**config.mk**
```make
export PLATFORM = sky130hd
export DESIGN_NAME = host_control_serial_port
export DESIGN_NICKNAME = d
export VERILOG_FILES = /design/src/design/hcsp_pkg.sv /design/src/design/pin_sync_if.sv /design/src/design/host_control_serial_port.sv /design/src/design/pin_sync.sv
export SDC_FILE = /design/constraint.sdc
export NUM_CORES = 1
export LEC_CHECK = 0
export BUFFER_PORTS_ARGS = -buffer_cell sky130_fd_sc_hd__buf_2
export CORE_MARGIN = 2
export CORE_UTILIZATION = 54
export DETAILED_ROUTE_END_ITERATION = 6
export GPL_ROUTABILITY_DRIVEN = 0
export GPL_TIMING_DRIVEN = 0
export MAX_ROUTING_LAYER = met4
export PLACE_DENSITY = 0.8
export SETUP_SLACK_MARGIN = 0.5
export SYNTH_ARGS = -nofsm -noshare
export SYNTH_HDL_FRONTEND = slang
export SYNTH_SLANG_ARGS = --single-unit
```
**constraint.sdc**
```tcl
create_clock -name sys_clk_in -period 2.05 [get_ports sys_clk_in]
set_input_delay 0 -clock sys_clk_in [delete_from_list [all_inputs] [get_ports sys_clk_in]]
set_output_delay 0 -clock sys_clk_in [all_outputs]
set_load 0.1 [all_outputs]
```
**src/design/hcsp_pkg.sv**
```systemverilog
// constants, field layout and frame states of the host control serial port
// assumes a single 40 MHz system clock drives the whole block
package hcsp_pkg;
  // timing
  localparam int unsigned CLK_MHZ            = 40;
  localparam int unsigned CLK_PERIOD_NS      = 25;
  localparam int unsigned RESET_MIN_NS       = 300;
  localparam int unsigned RESET_MIN_CYCLES   = (RESET_MIN_NS + CLK_PERIOD_NS - 1) / CLK_PERIOD_NS;
  localparam int unsigned RESET_READY_MS     = 5;
  localparam int unsigned RESET_READY_CYCLES = RESET_READY_MS * 1000 * CLK_MHZ;
  // frame layout: command bit, address, data, msb first
  localparam int unsigned ADDR_W    = 7;
  localparam int unsigned DATA_W    = 8;
  localparam int unsigned HDR_BITS  = 8;
  localparam logic        CMD_READ  = 1'b1;
  // register offsets
  localparam logic [6:0] ADDR_RESET_READY_STATUS = 7'h00;
  localparam logic [6:0] ADDR_IRQ_HI_PEND        = 7'h01;
  localparam logic [6:0] ADDR_IRQ_HI_EN          = 7'h02;
  localparam logic [6:0] ADDR_IRQ_LO_PEND        = 7'h03;
  localparam logic [6:0] ADDR_IRQ_LO_EN          = 7'h04;
  // fields of the reset ready status register
  localparam int unsigned READY_BIT   = 7;
  localparam int unsigned PHY_RST_BIT = 0;
  // reset values
  localparam logic [7:0] REG_RESET = 8'h00;
  typedef enum logic [1:0] {
    ST_IDLE = 2'b00,
    ST_HDR  = 2'b01,
    ST_DATA = 2'b11,
    ST_DONE = 2'b10
  } frame_st_t;
endpackage

```
**src/design/pin_sync_if.sv**
```systemverilog
// synchronised serial port pins, passed from the pin synchroniser to the port logic
// assumes all members are already in the system clock domain
`timescale 1ns/1ps
interface pin_sync_if;
  logic sclk;
  logic si;
  logic cs_n;
  modport drv (output sclk, output si, output cs_n);
  modport mon (input sclk, input si, input cs_n);
endinterface

```
**src/design/host_control_serial_port.sv**
```systemverilog
// host control serial port: serial register access, reset ready, line reset, interrupts
// assumes the host clocks bits on SCLK far slower than sys_clk_in (at least 4 cycles a phase)
// Operation
// RULE1: low reset input returns device to defaults
// RULE2: host holds reset low at least 300 ns
// RULE3: registers usable 5 ms after reset release
// RULE4: address 0x00 bit 7 shows reset ready
// RULE5: active-low reset output drives attached transceiver
// RULE6: high priority interrupt pulls low on status
// RULE7: low priority interrupt pulls low on status
// RULE8: interrupt outputs only pull low, never high
// RULE9: host supplies the serial clock for transfers
// RULE10: host sends command, address, then write data
// RULE11: read data returned serially on output line
// RULE12: active-low select qualifies accesses, idles high
// RULE13: deselect abandons partial access, ignores clock
// RULE14: interrupt holds until enabled pending causes cleared
`timescale 1ns/1ps
module host_control_serial_port
  import hcsp_pkg::*;
#(
  parameter int unsigned READY_CYCLES = RESET_READY_CYCLES,
  parameter int unsigned EVT_W        = 8
) (
  // clock, reset, enable
  input  wire logic             sys_clk_in,
  input  wire logic             reset_n_in,
  input  wire logic             clk_en_in,
  // serial microport pins
  input  wire logic             sclk_in,
  input  wire logic             si_in,
  input  wire logic             cs_n_in,
  output logic                  so_out,
  // status change events from the device core
  input  wire logic [EVT_W-1:0] evt_hi_in,
  input  wire logic [EVT_W-1:0] evt_lo_in,
  // transceiver reset and open-drain interrupts
  output logic                  line_transceiver_reset_out_n,
  output logic                  irq_hi_out,
  output logic                  irq_hi_oe_out,
  output logic                  irq_lo_out,
  output logic                  irq_lo_oe_out
);
  localparam int unsigned RDY_W = $clog2(READY_CYCLES + 1);

  pin_sync_if pins ();

  pin_sync u_sync (
    .sys_clk_in (sys_clk_in),
    .reset_n_in (reset_n_in),
    .clk_en_in  (clk_en_in),
    .sclk_in    (sclk_in),
    .si_in      (si_in),
    .cs_n_in    (cs_n_in),
    .pins       (pins)
  );

  // frame group
  frame_st_t          st_q,      st_d;
  logic [3:0]         cnt_q,     cnt_d;
  logic [7:0]         shreg_q,   shreg_d;
  logic [7:0]         tx_q,      tx_d;
  logic               rd_q,      rd_d;
  logic [ADDR_W-1:0]  addr_q,    addr_d;
  logic               sclk_p_q,  sclk_p_d;
  logic               so_q,      so_d;
  logic               wr_stb;
  logic [7:0]         wr_data;
  logic               sclk_rise;
  logic               sclk_fall;
  logic               hdr_done;
  // register group
  logic               ready_q,   ready_d;
  logic [RDY_W-1:0]   rdy_cnt_q, rdy_cnt_d;
  logic               phy_ctl_q, phy_ctl_d;
  logic [EVT_W-1:0]   pend_hi_q, pend_hi_d;
  logic [EVT_W-1:0]   pend_lo_q, pend_lo_d;
  logic [EVT_W-1:0]   en_hi_q,   en_hi_d;
  logic [EVT_W-1:0]   en_lo_q,   en_lo_d;
  logic               phy_n_q,   phy_n_d;
  logic               ihi_oe_q,  ihi_oe_d;
  logic               ilo_oe_q,  ilo_oe_d;
  logic [7:0]         rd_data;

  assign sclk_rise = pins.sclk & ~sclk_p_q;
  assign sclk_fall = ~pins.sclk & sclk_p_q;
  assign hdr_done  = (st_q == ST_HDR) && sclk_rise && !pins.cs_n && (cnt_q == 4'(HDR_BITS - 1));

  always_comb begin
    rd_data = REG_RESET;
    case ({shreg_q[ADDR_W-2:0], pins.si})
      ADDR_RESET_READY_STATUS: begin
        rd_data[READY_BIT]   = ready_q; // RULE4
        rd_data[PHY_RST_BIT] = phy_ctl_q;
      end
      ADDR_IRQ_HI_PEND: rd_data = 8'(pend_hi_q);
      ADDR_IRQ_HI_EN:   rd_data = 8'(en_hi_q);
      ADDR_IRQ_LO_PEND: rd_data = 8'(pend_lo_q);
      ADDR_IRQ_LO_EN:   rd_data = 8'(en_lo_q);
      default:          rd_data = REG_RESET;
    endcase
  end

  always_comb begin
    st_d     = st_q;
    cnt_d    = cnt_q;
    shreg_d  = shreg_q;
    tx_d     = tx_q;
    rd_d     = rd_q;
    addr_d   = addr_q;
    so_d     = so_q;
    sclk_p_d = pins.sclk;
    wr_stb   = 1'b0;
    wr_data  = {shreg_q[6:0], pins.si};
    if (pins.cs_n) begin
      // deselect drops any partial frame and ignores the serial clock
      st_d  = ST_IDLE; // RULE12 RULE13
      cnt_d = 4'h0;
      so_d  = 1'b0;
    end else begin
      case (st_q)
        ST_IDLE: begin
          st_d    = ST_HDR;
          cnt_d   = 4'h0;
          shreg_d = 8'h00;
        end
        ST_HDR: begin
          if (sclk_rise) begin
            shreg_d = wr_data; // RULE10
            cnt_d   = cnt_q + 4'h1;
            if (hdr_done) begin
              st_d   = ST_DATA;
              cnt_d  = 4'h0;
              rd_d   = (shreg_q[ADDR_W-1] == CMD_READ);
              addr_d = {shreg_q[ADDR_W-2:0], pins.si};
              tx_d   = rd_data;
            end
          end
        end
        ST_DATA: begin
          if (sclk_fall && rd_q) begin
            so_d = tx_q[7]; // RULE11
            tx_d = {tx_q[6:0], 1'b0};
          end
          if (sclk_rise) begin
            shreg_d = wr_data;
            cnt_d   = cnt_q + 4'h1;
            if (cnt_q == 4'(DATA_W - 1)) begin
              st_d   = ST_DONE;
              wr_stb = !rd_q;
            end
          end
        end
        ST_DONE: begin
          // extra clocks after a whole frame are ignored until deselect
          st_d = ST_DONE;
        end
        default: st_d = ST_IDLE;
      endcase
    end
  end

  always_ff @(posedge sys_clk_in or negedge reset_n_in) begin
    if (!reset_n_in) begin
      st_q     <= ST_IDLE;
      cnt_q    <= 4'h0;
      shreg_q  <= 8'h00;
      tx_q     <= 8'h00;
      rd_q     <= 1'b0;
      addr_q   <= 7'h00;
      so_q     <= 1'b0;
      sclk_p_q <= 1'b0;
    end else if (clk_en_in) begin
      st_q     <= st_d;
      cnt_q    <= cnt_d;
      shreg_q  <= shreg_d;
      tx_q     <= tx_d;
      rd_q     <= rd_d;
      addr_q   <= addr_d;
      so_q     <= so_d;
      sclk_p_q <= sclk_p_d;
    end
  end

  always_comb begin
    logic [EVT_W-1:0] clr_hi;
    logic [EVT_W-1:0] clr_lo;
    clr_hi    = '0;
    clr_lo    = '0;
    ready_d   = ready_q;
    rdy_cnt_d = rdy_cnt_q;
    phy_ctl_d = phy_ctl_q;
    en_hi_d   = en_hi_q;
    en_lo_d   = en_lo_q;
    // accesses before ready are not refused; the host is expected to poll first
    if (!ready_q) begin
      if (rdy_cnt_q == RDY_W'(READY_CYCLES - 1)) begin
        ready_d = 1'b1; // RULE3
      end else begin
        rdy_cnt_d = rdy_cnt_q + RDY_W'(1);
      end
    end
    if (wr_stb) begin
      case (addr_q)
        ADDR_RESET_READY_STATUS: phy_ctl_d = wr_data[PHY_RST_BIT];
        ADDR_IRQ_HI_PEND:        clr_hi    = EVT_W'(wr_data);
        ADDR_IRQ_HI_EN:          en_hi_d   = EVT_W'(wr_data);
        ADDR_IRQ_LO_PEND:        clr_lo    = EVT_W'(wr_data);
        ADDR_IRQ_LO_EN:          en_lo_d   = EVT_W'(wr_data);
        default:                 phy_ctl_d = phy_ctl_q;
      endcase
    end
    // a new event beats a write-one-to-clear in the same cycle
    pend_hi_d = (pend_hi_q & ~clr_hi) | evt_hi_in;
    pend_lo_d = (pend_lo_q & ~clr_lo) | evt_lo_in;
    phy_n_d   = ready_q & ~phy_ctl_q; // RULE5
    ihi_oe_d  = |(pend_hi_q & en_hi_q); // RULE6 RULE14
    ilo_oe_d  = |(pend_lo_q & en_lo_q); // RULE7 RULE14
  end

  always_ff @(posedge sys_clk_in or negedge reset_n_in) begin
    if (!reset_n_in) begin
      // every register returns to its default while reset is low
      ready_q   <= 1'b0; // RULE1
      rdy_cnt_q <= '0;
      phy_ctl_q <= 1'b0;
      pend_hi_q <= '0;
      pend_lo_q <= '0;
      en_hi_q   <= '0;
      en_lo_q   <= '0;
      phy_n_q   <= 1'b0;
      ihi_oe_q  <= 1'b0;
      ilo_oe_q  <= 1'b0;
    end else if (clk_en_in) begin
      ready_q   <= ready_d;
      rdy_cnt_q <= rdy_cnt_d;
      phy_ctl_q <= phy_ctl_d;
      pend_hi_q <= pend_hi_d;
      pend_lo_q <= pend_lo_d;
      en_hi_q   <= en_hi_d;
      en_lo_q   <= en_lo_d;
      phy_n_q   <= phy_n_d;
      ihi_oe_q  <= ihi_oe_d;
      ilo_oe_q  <= ilo_oe_d;
    end
  end

  assign so_out                       = so_q;
  assign line_transceiver_reset_out_n = phy_n_q;
  // open drain: the data output is tied low, only the enable ever moves
  assign irq_hi_out                   = 1'b0; // RULE8
  assign irq_lo_out                   = 1'b0; // RULE8
  assign irq_hi_oe_out                = ihi_oe_q;
  assign irq_lo_oe_out                = ilo_oe_q;
endmodule

```
**src/design/pin_sync.sv**
```systemverilog
// two flip-flop synchroniser for the serial clock, data and select pins
// assumes pins are asynchronous to sys_clk_in; first stage feeds only the second
`timescale 1ns/1ps
module pin_sync
  import hcsp_pkg::*;
(
  // clock, reset and enable
  input  wire logic  sys_clk_in,
  input  wire logic  reset_n_in,
  input  wire logic  clk_en_in,
  // raw pins
  input  wire logic  sclk_in,
  input  wire logic  si_in,
  input  wire logic  cs_n_in,
  // synchronised levels
  pin_sync_if.drv    pins
);
  logic [2:0] meta_q;
  logic [2:0] stab_q;

  // select resets high so an idle port reads as deselected
  always_ff @(posedge sys_clk_in or negedge reset_n_in) begin
    if (!reset_n_in) begin
      meta_q <= 3'h4;
      stab_q <= 3'h4;
    end else if (clk_en_in) begin
      meta_q <= {cs_n_in, si_in, sclk_in};
      stab_q <= meta_q;
    end
  end

  assign pins.sclk = stab_q[0];
  assign pins.si   = stab_q[1];
  assign pins.cs_n = stab_q[2];
endmodule

```
==> results of run 1 <==
## cells in the mapped netlist, types with 9 or more instances
cell,n
xnor2_1,9
nand2_1,27
dfrtp_1,90
a22oi_1,12
o21ai_0,9
o22ai_1,11
a22o_1,27
nor2_1,21
nand3_1,20
clkbuf_1,10
a21oi_1,9
mux2i_1,10
mux2_2,33
inv_1,9
## cell type report
class,count,area [um2],share of cell area
Clock inverter,3,15.0,0.00253
Sequential cell,92,2310,0.389
Multi-Input combinational cell,266,2390,0.403
Timing Repair Buffer,88,752,0.127
Buffer,22,164,0.0276
Clock buffer,11,141,0.0238
Tap cell,102,128,0.0215
Inverter,9,33.8,0.00570
## final timing paths
| check | start | endpoint | slack [ns] |
|---|---|---|---|
| max | sclk_p_q$_DFFE_PN0P_ | en_hi_q[0]$_DFFE_PN0P_ | 0.1 |
| min in group asynchronous | reset_n_in | cnt_q[1]$_DFFE_PN0P_ | 0.19 |
| max in group asynchronous | reset_n_in | u_sync.stab_q[2]$_DFFE_PN1P_ | 1.17 |
| max reg2reg | sclk_p_q$_DFFE_PN0P_ | en_hi_q[0]$_DFFE_PN0P_ | 0.1 |
| min | clk_en_in | rdy_cnt_q[15]$_DFFE_PN0P_ | 0.17 |
| min reg2reg | rdy_cnt_q[17]$_DFFE_PN0P_ | rdy_cnt_q[17]$_DFFE_PN0P_ | 0.48 |
## cells by family (layout without fill, tap and decap cells)
kind of cell	Yosys count	after routing
XOR/XNOR	16	16
adder cells (fa/ha/maj)	2	2
other	1	2
buffers and inverters	31	133
AND/OR/NAND/NOR	117	117
AO/OA/AOI/OAI	86	86
flip-flops	92	92
multiplexers	43	43
## worst register-to-register path: stages, from the launching register on
cell and delay, ns:
dfrtp_1 0.41, and2b_2 0.28, nand4b_4 0.17, nor4b_4 0.31, and2b_1 0.19, buf_6 0.18, mux2_4 0.31
## through the flow
step	utilization	power (W)	hold slack, ns	setup TNS, ns
6_report	0.760	0.00453	0.167	0
5_1_grt	0.760	0.00473	0.183	0
4_1_cts	0.713	0.00425	0.143	0
3_5_place_dp	0.607	0.00305	0.0465	-5.29
3_3_place_gp	0.603	0.00299	0.223	-3.80
2_1_floorplan	-	0.00278	-0.296	0
## state kept, by name (all words and copies together) (netlist names)
register,count
irq_hi_oe_out,1
irq_lo_oe_out,1
u_sync.stab_q,3
so_out,1
tx_q,8
en_lo_q,8
phy_ctl_q,1
en_hi_q,8
rd_q,1
u_sync.meta_q,3
sclk_p_q,1
shreg_q,7
st_q,2
pend_lo_q,8
rdy_cnt_q,18
cnt_q,4
addr_q,7
line_transceiver_reset_out_n,1
pend_hi_q,8
ready_q,1
## power groups by stage
stage	Clock, W	Sequential, W	Combinational, W
after floorplan	0	0.00222	0.000559
after global placement	0	0.00218	0.000807
after detailed placement	0	0.00220	0.000852
after CTS	0.00106	0.00217	0.00102
after global routing	0.00116	0.00221	0.00136
final	0.00106	0.00218	0.00128
## routing by layer
layer / up-vias / track usage
met3: 35 / 0.0465
li1: 1622 / -
met2: 140 / 0.464
met5: - / -
met4: 0 / 0.104
met1: 1844 / 0.339
## timing repair
item	CTS	global route
endpoints found under the hold margin	64	0
setup buffers	23	18
setup endpoints to repair	70	71
hold buffers	20	0
resized for setup	62	62
pin swaps	14	22
gates cloned	1	0
==> impl_metrics.tcl, run 1 <==
set metrics [dict create \
    die_y_um 94.1 \
    placed_cell_area_um2 4740 \
    die-area_um2 8850 \
    ys_seq_elements 92 \
    routed_via_density 6.14 \
    place_ws_ns -0.338 \
    highest_layer "met4" \
    grt.overflow.total 0 \
    cts.path.max_buffers 2 \
    start_kind "flop" \
    path_cells "and2b_2, nand4b_4, nor4b_4, and2b_1, buf_6, mux2_4" \
    initial_core_util 0.561 \
    internal_power_w 0.00304 \
    setup_slack_ns 0.0962 \
    arrival_ns 2.20 \
    placed_cells 517 \
    pwr-share-seq 0.482 \
    irDropWorstVdd_mv 0.415 \
    swShare 0.329 \
    synth_mux_area_frac 0.108 \
    core_um2 7810 \
    avgSynthCellArea_um2 11.3 \
    wl_met2_um 6170 \
    hold_path.class "in2reg" \
    area_growth_pct 35.4 \
    yosysWarnings 0 \
    synth_top_family_by_area "simple AND/OR/NAND/NOR gates" \
    layout_commonest_cell "dfrtp_1" \
    die_x_um 94.1 \
    synth_area_um2 4380 \
    r2r_cells 6 \
    place_hpwl_um 6990 \
    fin_crit_ns 1.95 \
    first_pass_iters 5 \
    synth_top_area_share 0.514 \
    cts.clk_slew.worst_paths_ns 0.08 \
    wl_met1_um 4710 \
    path_delay_family "simple AND/OR/NAND/NOR gates" \
    pwr-share-clk 0.234 \
    tightest_slew_ns 0.660 \
    antenna_found_initial 0 \
    clock.fmax_mhz 512 \
    cp_num_cells 6 \
    critPathRequiredTime_ns 2.30 \
    clk_latency_ns 0.36 \
    boundaryPins 28 \
    synth_edf_count 0 \
    clock_sinks 92 \
    nFillCells 490 \
    slew_violations 0 \
    worstSetupEndpointType "flop" \
    yosysSeqAreaShare 0.526 \
    powerDensity_nw_per_um2 764 \
    grt_pass1_vias 3666 \
    ys_top_cells_by_area "dfrtp_1, mux2_2, a22o_1" \
    cts_made_buffers 9 \
    fin_crit_sh 0.953 \
    max_slew_margin 0.560 \
    cts_tree "yes" \
    p_leak_nw 2.67 \
    ys.flop_type "dfrtp_1" \
    syn_inst 388 \
    num_rows 32 \
    cp_slowest_stage_delay_ns 0.41 \
    synth_compound_area_frac 0.143 \
    synth.distinct_cells 57 \
    final_nets 512 \
    synth_async_sr_flop_share 1.00 \
    hold_depth 4 \
    crit_type "reg2reg" \
    cp_max_fo 8 \
    fin_area_um2 5930 \
    wl_met3_um 578 \
    track_usage 0.277 \
    maxCapViolCount 0 \
    grt_pass1_wl_um 18200 \
    stdcell_count 593 \
    postRouteAntennaNets 0 \
    vias 3641 \
    synth_area_leader_cell "dfrtp_1" \
    status "finished, final reports clean" \
    drt-initial-drc-count 243 \
    setup_viol 0 \
    antenna_cells 0 \
    drive_gt1_frac 0.411 \
    fin_skew_ns 0.00933 \
    cts-htree-levels 3 \
    synthSimpleGateAreaFrac 0.153 \
    mostFrequentLayoutCells "dfrtp_1, buf_4, a22o_1" \
    synthAdderAreaFrac 0.00571 \
    drc 0 \
    path_buf_inv 1 \
    hold_viol_final 0 \
    synthXorXnorAreaFrac 0.0320 \
    port_buffers 25 \
    clock-root-buffer "clkbuf_8" \
    wl_per_cell_um 19.9 \
    grt_max_degree 48 \
    rsz0062_at_grt "yes" \
    switchingPower_w 0.00149 \
    drt-total-wl_um 11800 \
    combPwrFrac 0.283 \
    slowest_stage "dfrtp_1" \
]
(Power assumes the default switching activity.)
==> run 2: changes to the inputs <==
Settings changed: SETUP_SLACK_MARGIN 0.5 to 0.2.
==> run 2 against run 1 <==
  * Setup slack improved by 0.015 ns
  * Sequential cell count is the same
  * Worst hold slack better by 0.031 ns
  * Register-to-register slack better by 0.02 ns
  * Highest routed layer unchanged
  * Non-clock buffer count shrank 20
  * Clock power about the same
  * Critical path depth stayed put
  * Largest power group unchanged
  * Final cell count down 3.0%
==> impl_metrics.tcl, run 2 (synthesis gave the netlist of run 1 again) <==
set metrics [dict create \
    stdcell_count 575 \
    antenna_cells 0 \
    postRouteAntennaNets 0 \
    slowest_stage "or4_4" \
    cp_slowest_stage_delay_ns 0.57 \
    clock.fmax_mhz 516 \
    cts-htree-levels 3 \
    hold_viol_final 0 \
    grt.overflow.total 0 \
    die_y_um 94.1 \
    drive_gt1_frac 0.304 \
    arrival_ns 2.22 \
    critPathRequiredTime_ns 2.33 \
    grt_pass1_vias 3484 \
    maxCapViolCount 0 \
    crit_type "reg2reg" \
    cts.path.max_buffers 2 \
    hold_path.class "in2async" \
    vias 3566 \
    num_rows 32 \
    cp_max_fo 3 \
    path_delay_family "simple AND/OR/NAND/NOR gates" \
    top_register "rdy_cnt_q" \
    initial_core_util 0.561 \
    clock_sinks 92 \
    setup_slack_ns 0.111 \
    path_buf_inv 1 \
    wl_per_cell_um 19.4 \
    placed_cells 517 \
    cts_made_buffers 9 \
    start_kind "flop" \
    cts_tree "yes" \
    port_buffers 25 \
    rsz0062_at_grt "yes" \
    final_nets 492 \
    track_usage 0.262 \
    tightest_slew_ns 0.658 \
    max_slew_margin 0.562 \
    clock-root-buffer "clkbuf_8" \
    drt-initial-drc-count 217 \
    core_um2 7810 \
    powerDensity_nw_per_um2 778 \
    p_leak_nw 2.48 \
    die_x_um 94.1 \
    drt-total-wl_um 11100 \
    drc 0 \
    fin_crit_sh 0.946 \
    multi_input_area_um2 2160 \
    irDropWorstVdd_mv 0.385 \
    worstSetupEndpointType "flop" \
    nFillCells 531 \
    seq_area_um2 2300 \
    path_cells "clkbuf_8, or4_4, or3_4, o221ai_2, a31oi_2, o22ai_1" \
    fin_crit_ns 1.94 \
    place_hpwl_um 6730 \
    mostFrequentLayoutCells "dfrtp_1, a22o_1, nand2_1" \
    setup_viol 0 \
    clk_latency_ns 0.35 \
    layout_commonest_cell "dfrtp_1" \
    cts.clk_slew.worst_paths_ns 0.09 \
    antenna_found_initial 0 \
    total_power_w 0.00427 \
    place_ws_ns -0.204 \
    routed_via_density 6.20 \
    largest_reg_flops 18 \
    status "finished, final reports clean" \
    slew_violations 0 \
    grt_pass1_wl_um 17400 \
    area_growth_pct 25.4 \
    first_pass_iters 4 \
    fin_skew_ns 0.00783 \
    boundaryPins 28 \
    setup_tns_ns 0 \
    grt_max_degree 50 \
    die-area_um2 8850 \
]
-- run 2: changes by cell type in the layout (fill, tap and decap cells not counted), sizes merged --
| cell | delta |
|---|---|
| clkbuf | +4 |
| clkinv | -1 |
| buf | -23 |
| clkinvlp | +2 |
-- run 2: per-stage QoR --
step	hold slack (ns)	util	instance area [um2]
2_1_floorplan	-0.296	-	4390
3_3_place_gp	0.224	0.595	4650
3_5_place_dp	0.0307	0.599	4680
4_1_cts	0.176	0.675	5270
5_1_grt	0.224	0.704	5490
6_report	0.198	0.704	5490
-- run 2: what timing repair did --
action	CTS	global route
hold endpoints to repair	60	0
buffers inserted	13	8
setup endpoints to repair	50	51
gates resized for setup	27	39
hold buffers	20	0
cloned	0	1
pin swaps	7	17
-- run 2: metal layers --
metal	vias to the layer above	GRT usage	part of all wire
met5	-	-	0
met4	0	0.0845	0.021
met3	24	0.0482	0.054
met2	157	0.429	0.52
met1	1793	0.334	0.41
li1	1592	-	-
-- run 2: power by group --
group	leakage (nW)	switching [W]	total, W	internal (W)
clock	0.0824	0.000621	0.00109	0.000471
combinational	1.25	0.000590	0.00101	0.000418
sequential	1.14	0.000166	0.00217	0.00201
-- run 2: worst paths after layout --
check,start,to,slack [ns],cells past startpoint
setup reg to reg,shreg_q[3]$_DFFE_PN0P_,tx_q[7]$_DFFE_PN0P_,0.11,6
max in group asynchronous,reset_n_in,tx_q[5]$_DFFE_PN0P_,1.23,3
hold / removal,reset_n_in,cnt_q[1]$_DFFE_PN0P_,0.20,2
setup / recovery,shreg_q[3]$_DFFE_PN0P_,tx_q[7]$_DFFE_PN0P_,0.11,6
hold reg to reg,rdy_cnt_q[17]$_DFFE_PN0P_,rdy_cnt_q[17]$_DFFE_PN0P_,0.46,1
min in group sys_clk_in,clk_en_in,st_q[0]$_DFFE_PN0P_,0.20,4
-- run 2: final cells by class --
cell class | instances | area share
clock buffers | 12 | 0.0264
inverters | 9 | 0.00615
flip-flops and latches | 92 | 0.420
multi-input cells | 266 | 0.393
well taps | 102 | 0.0232
repair buffers | 68 | 0.101
plain buffers | 22 | 0.0255
clock inverters | 4 | 0.00456
-- run 2: worst reg2reg max path, cell delays in order, from the launching register on --
cell      delay [ns]
dfrtp_1         0.38
clkbuf_8        0.15
or4_4           0.57
or3_4           0.37
o221ai_2        0.18
a31oi_2         0.07
o22ai_1         0.14
==> run 3: changes to the inputs <==
Settings changed: PLACE_DENSITY 0.8 to 0.83.
==> run 3 against run 2 <==
  * Largest power group unchanged
  * Non-clock buffer count rose by 4
  * Setup slack got worse by 0.054 ns
  * Die area did not move
  * Maximum frequency fell by 2.7%
  * Critical path depth did not move
  * Core utilization rose by 1.9 points
  * Sequential share of layout area fell by 1.1 points
==> impl_metrics.tcl, run 3 (synthesis gave the netlist of run 1 again) <==
set metrics [dict create \
    status "finished, final reports clean" \
    r2r_cells 6 \
    setup_viol 0 \
    drc 0 \
    seq_area_um2 2300 \
    pwr-share-clk 0.309 \
    place_hpwl_um 6610 \
    vias 3552 \
    combPwrFrac 0.230 \
    crit_start "sclk_p_q$_DFFE_PN0P_" \
    core_um2 7810 \
    mostFrequentLayoutCells "dfrtp_1, a22o_1, nand2_1" \
    grt_pass1_vias 3494 \
    fin_skew_ns 0.0182 \
    drt-total-wl_um 11300 \
    worstReg2RegEnd "en_hi_q[3]$_DFFE_PN0P_" \
    clock-root-buffer "clkbuf_8" \
    path_delay_family "simple AND/OR/NAND/NOR gates" \
    utilization 0.723 \
    final_nets 496 \
    slew_violations 0 \
    internal_power_w 0.00328 \
    start_kind "flop" \
    crit_type "reg2reg" \
    initial_core_util 0.561 \
    nFillCells 508 \
    worstSetupEndpointType "flop" \
    maxCapViolCount 0 \
    die_y_um 94.1 \
    rr_startpoint "sclk_p_q$_DFFE_PN0P_" \
    slowest_stage "dfrtp_1" \
    clk_latency_ns 0.38 \
    path_buf_inv 1 \
    r2r_slack_ns 0.06 \
    cts-htree-levels 3 \
    postRouteAntennaNets 0 \
    grt_max_degree 68 \
    grt.overflow.total 0 \
    fin_crit_ns 1.99 \
    multi_input_area_um2 2210 \
    die_x_um 94.1 \
    wl_per_cell_um 19.5 \
    cts.path.max_buffers 2 \
    arrival_ns 2.24 \
    area_growth_pct 28.8 \
    drive_gt1_frac 0.329 \
    clock.fmax_mhz 502 \
    routed_via_density 6.13 \
    drt-initial-drc-count 226 \
    num_rows 32 \
    rsz0062_at_grt "yes" \
    boundaryPins 28 \
    antenna_cells 0 \
    hold_viol_final 0 \
    grt_pass1_wl_um 17200 \
    cts.clk_slew.worst_paths_ns 0.09 \
    port_buffers 25 \
    setup_slack_ns 0.0576 \
    p_leak_nw 2.54 \
    cts_tree "yes" \
    top_register "rdy_cnt_q" \
    max_slew_margin 0.568 \
    critPathRequiredTime_ns 2.30 \
    layout_commonest_cell "dfrtp_1" \
    largest_reg_flops 18 \
    path_cells "and2b_2, nand4b_4, nor4b_4, and2b_1, buf_6, mux2_4" \
    switchingPower_w 0.00143 \
    fin_crit_sh 0.972 \
    swShare 0.304 \
    clock_sinks 92 \
    cts_made_buffers 9 \
    hold_path.class "in2async" \
    cp_slowest_stage_delay_ns 0.41 \
    track_usage 0.261 \
    die-area_um2 8850 \
    antenna_found_initial 0 \
    place_ws_ns -0.256 \
    cp_max_fo 8 \
    powerDensity_nw_per_um2 835 \
    pwr-share-seq 0.461 \
    tightest_slew_ns 0.648 \
    irDropWorstVdd_mv 0.496 \
    first_pass_iters 5 \
]
run 3: cell count changes in the layout (fill, tap and decap cells not counted), sizes merged:
cell	before	now
buf	59	64
clkbuf	23	19
bufinv	0	3
run 3: repair_timing:
item,CTS,global route
gates resized for setup,39,37
pin swaps,11,32
setup endpoints to repair,50,50
hold endpoints to repair,111,0
gates cloned,0,1
setup buffers,16,9
hold buffers,20,0
run 3: cell type report:
| class | instances | area share |
|---|---|---|
| sequential | 92 | 0.408 |
| buffer | 22 | 0.0248 |
| timing repair buffer | 72 | 0.104 |
| multi-input combinational | 266 | 0.392 |
| inverter | 9 | 0.00599 |
| clock buffer | 9 | 0.0220 |
| clock inverter | 7 | 0.0204 |
| tap | 102 | 0.0226 |
run 3: power groups by stage:
stage	clock (W)	combinational [W]	sequential, W
after floorplan	0	0.000543	0.00222
after global placement	0	0.000782	0.00218
after detailed placement	0	0.000824	0.00219
after CTS	0.00145	0.000917	0.00215
after global routing	0.00155	0.00117	0.00219
final	0.00146	0.00108	0.00217
run 3: per-layer routing:
metal	vias up	part of all wire	global-route usage
li1	1597	-	-
met1	1790	0.41	0.323
met2	143	0.51	0.432
met3	22	0.060	0.0610
met4	0	0.017	0.0749
met5	-	0	-
run 3: through the flow:
step | total power (W) | setup TNS [ns] | area, um2 | hold slack, ns | instances
after floorplan | 0.00276 | 0 | 4390 | -0.296 | 389
after global placement | 0.00296 | -2.61 | 4650 | 0.223 | 516
after detailed placement | 0.00301 | -3.97 | 4680 | -0.0629 | 517
after CTS | 0.00452 | 0 | 5400 | 0.0988 | 569
after global routing | 0.00491 | -0.0638 | 5640 | 0.116 | 579
final | 0.00471 | 0 | 5640 | 0.0849 | 579
run 3: worst max-delay path by stage:
stage / end / slack, ns / cells past startpoint
3_3_place_gp: en_hi_q[2]$_DFFE_PN0P_ / -0.20 / 7
6_report: en_hi_q[3]$_DFFE_PN0P_ / 0.06 / 6
3_5_place_dp: en_hi_q[1]$_DFFE_PN0P_ / -0.26 / 7
4_1_cts: en_hi_q[3]$_DFFE_PN0P_ / 0.08 / 7
5_1_grt: en_hi_q[3]$_DFFE_PN0P_ / -0.02 / 6
2_1_floorplan: en_hi_q[0]$_DFFE_PN0P_ / 0.06 / 7
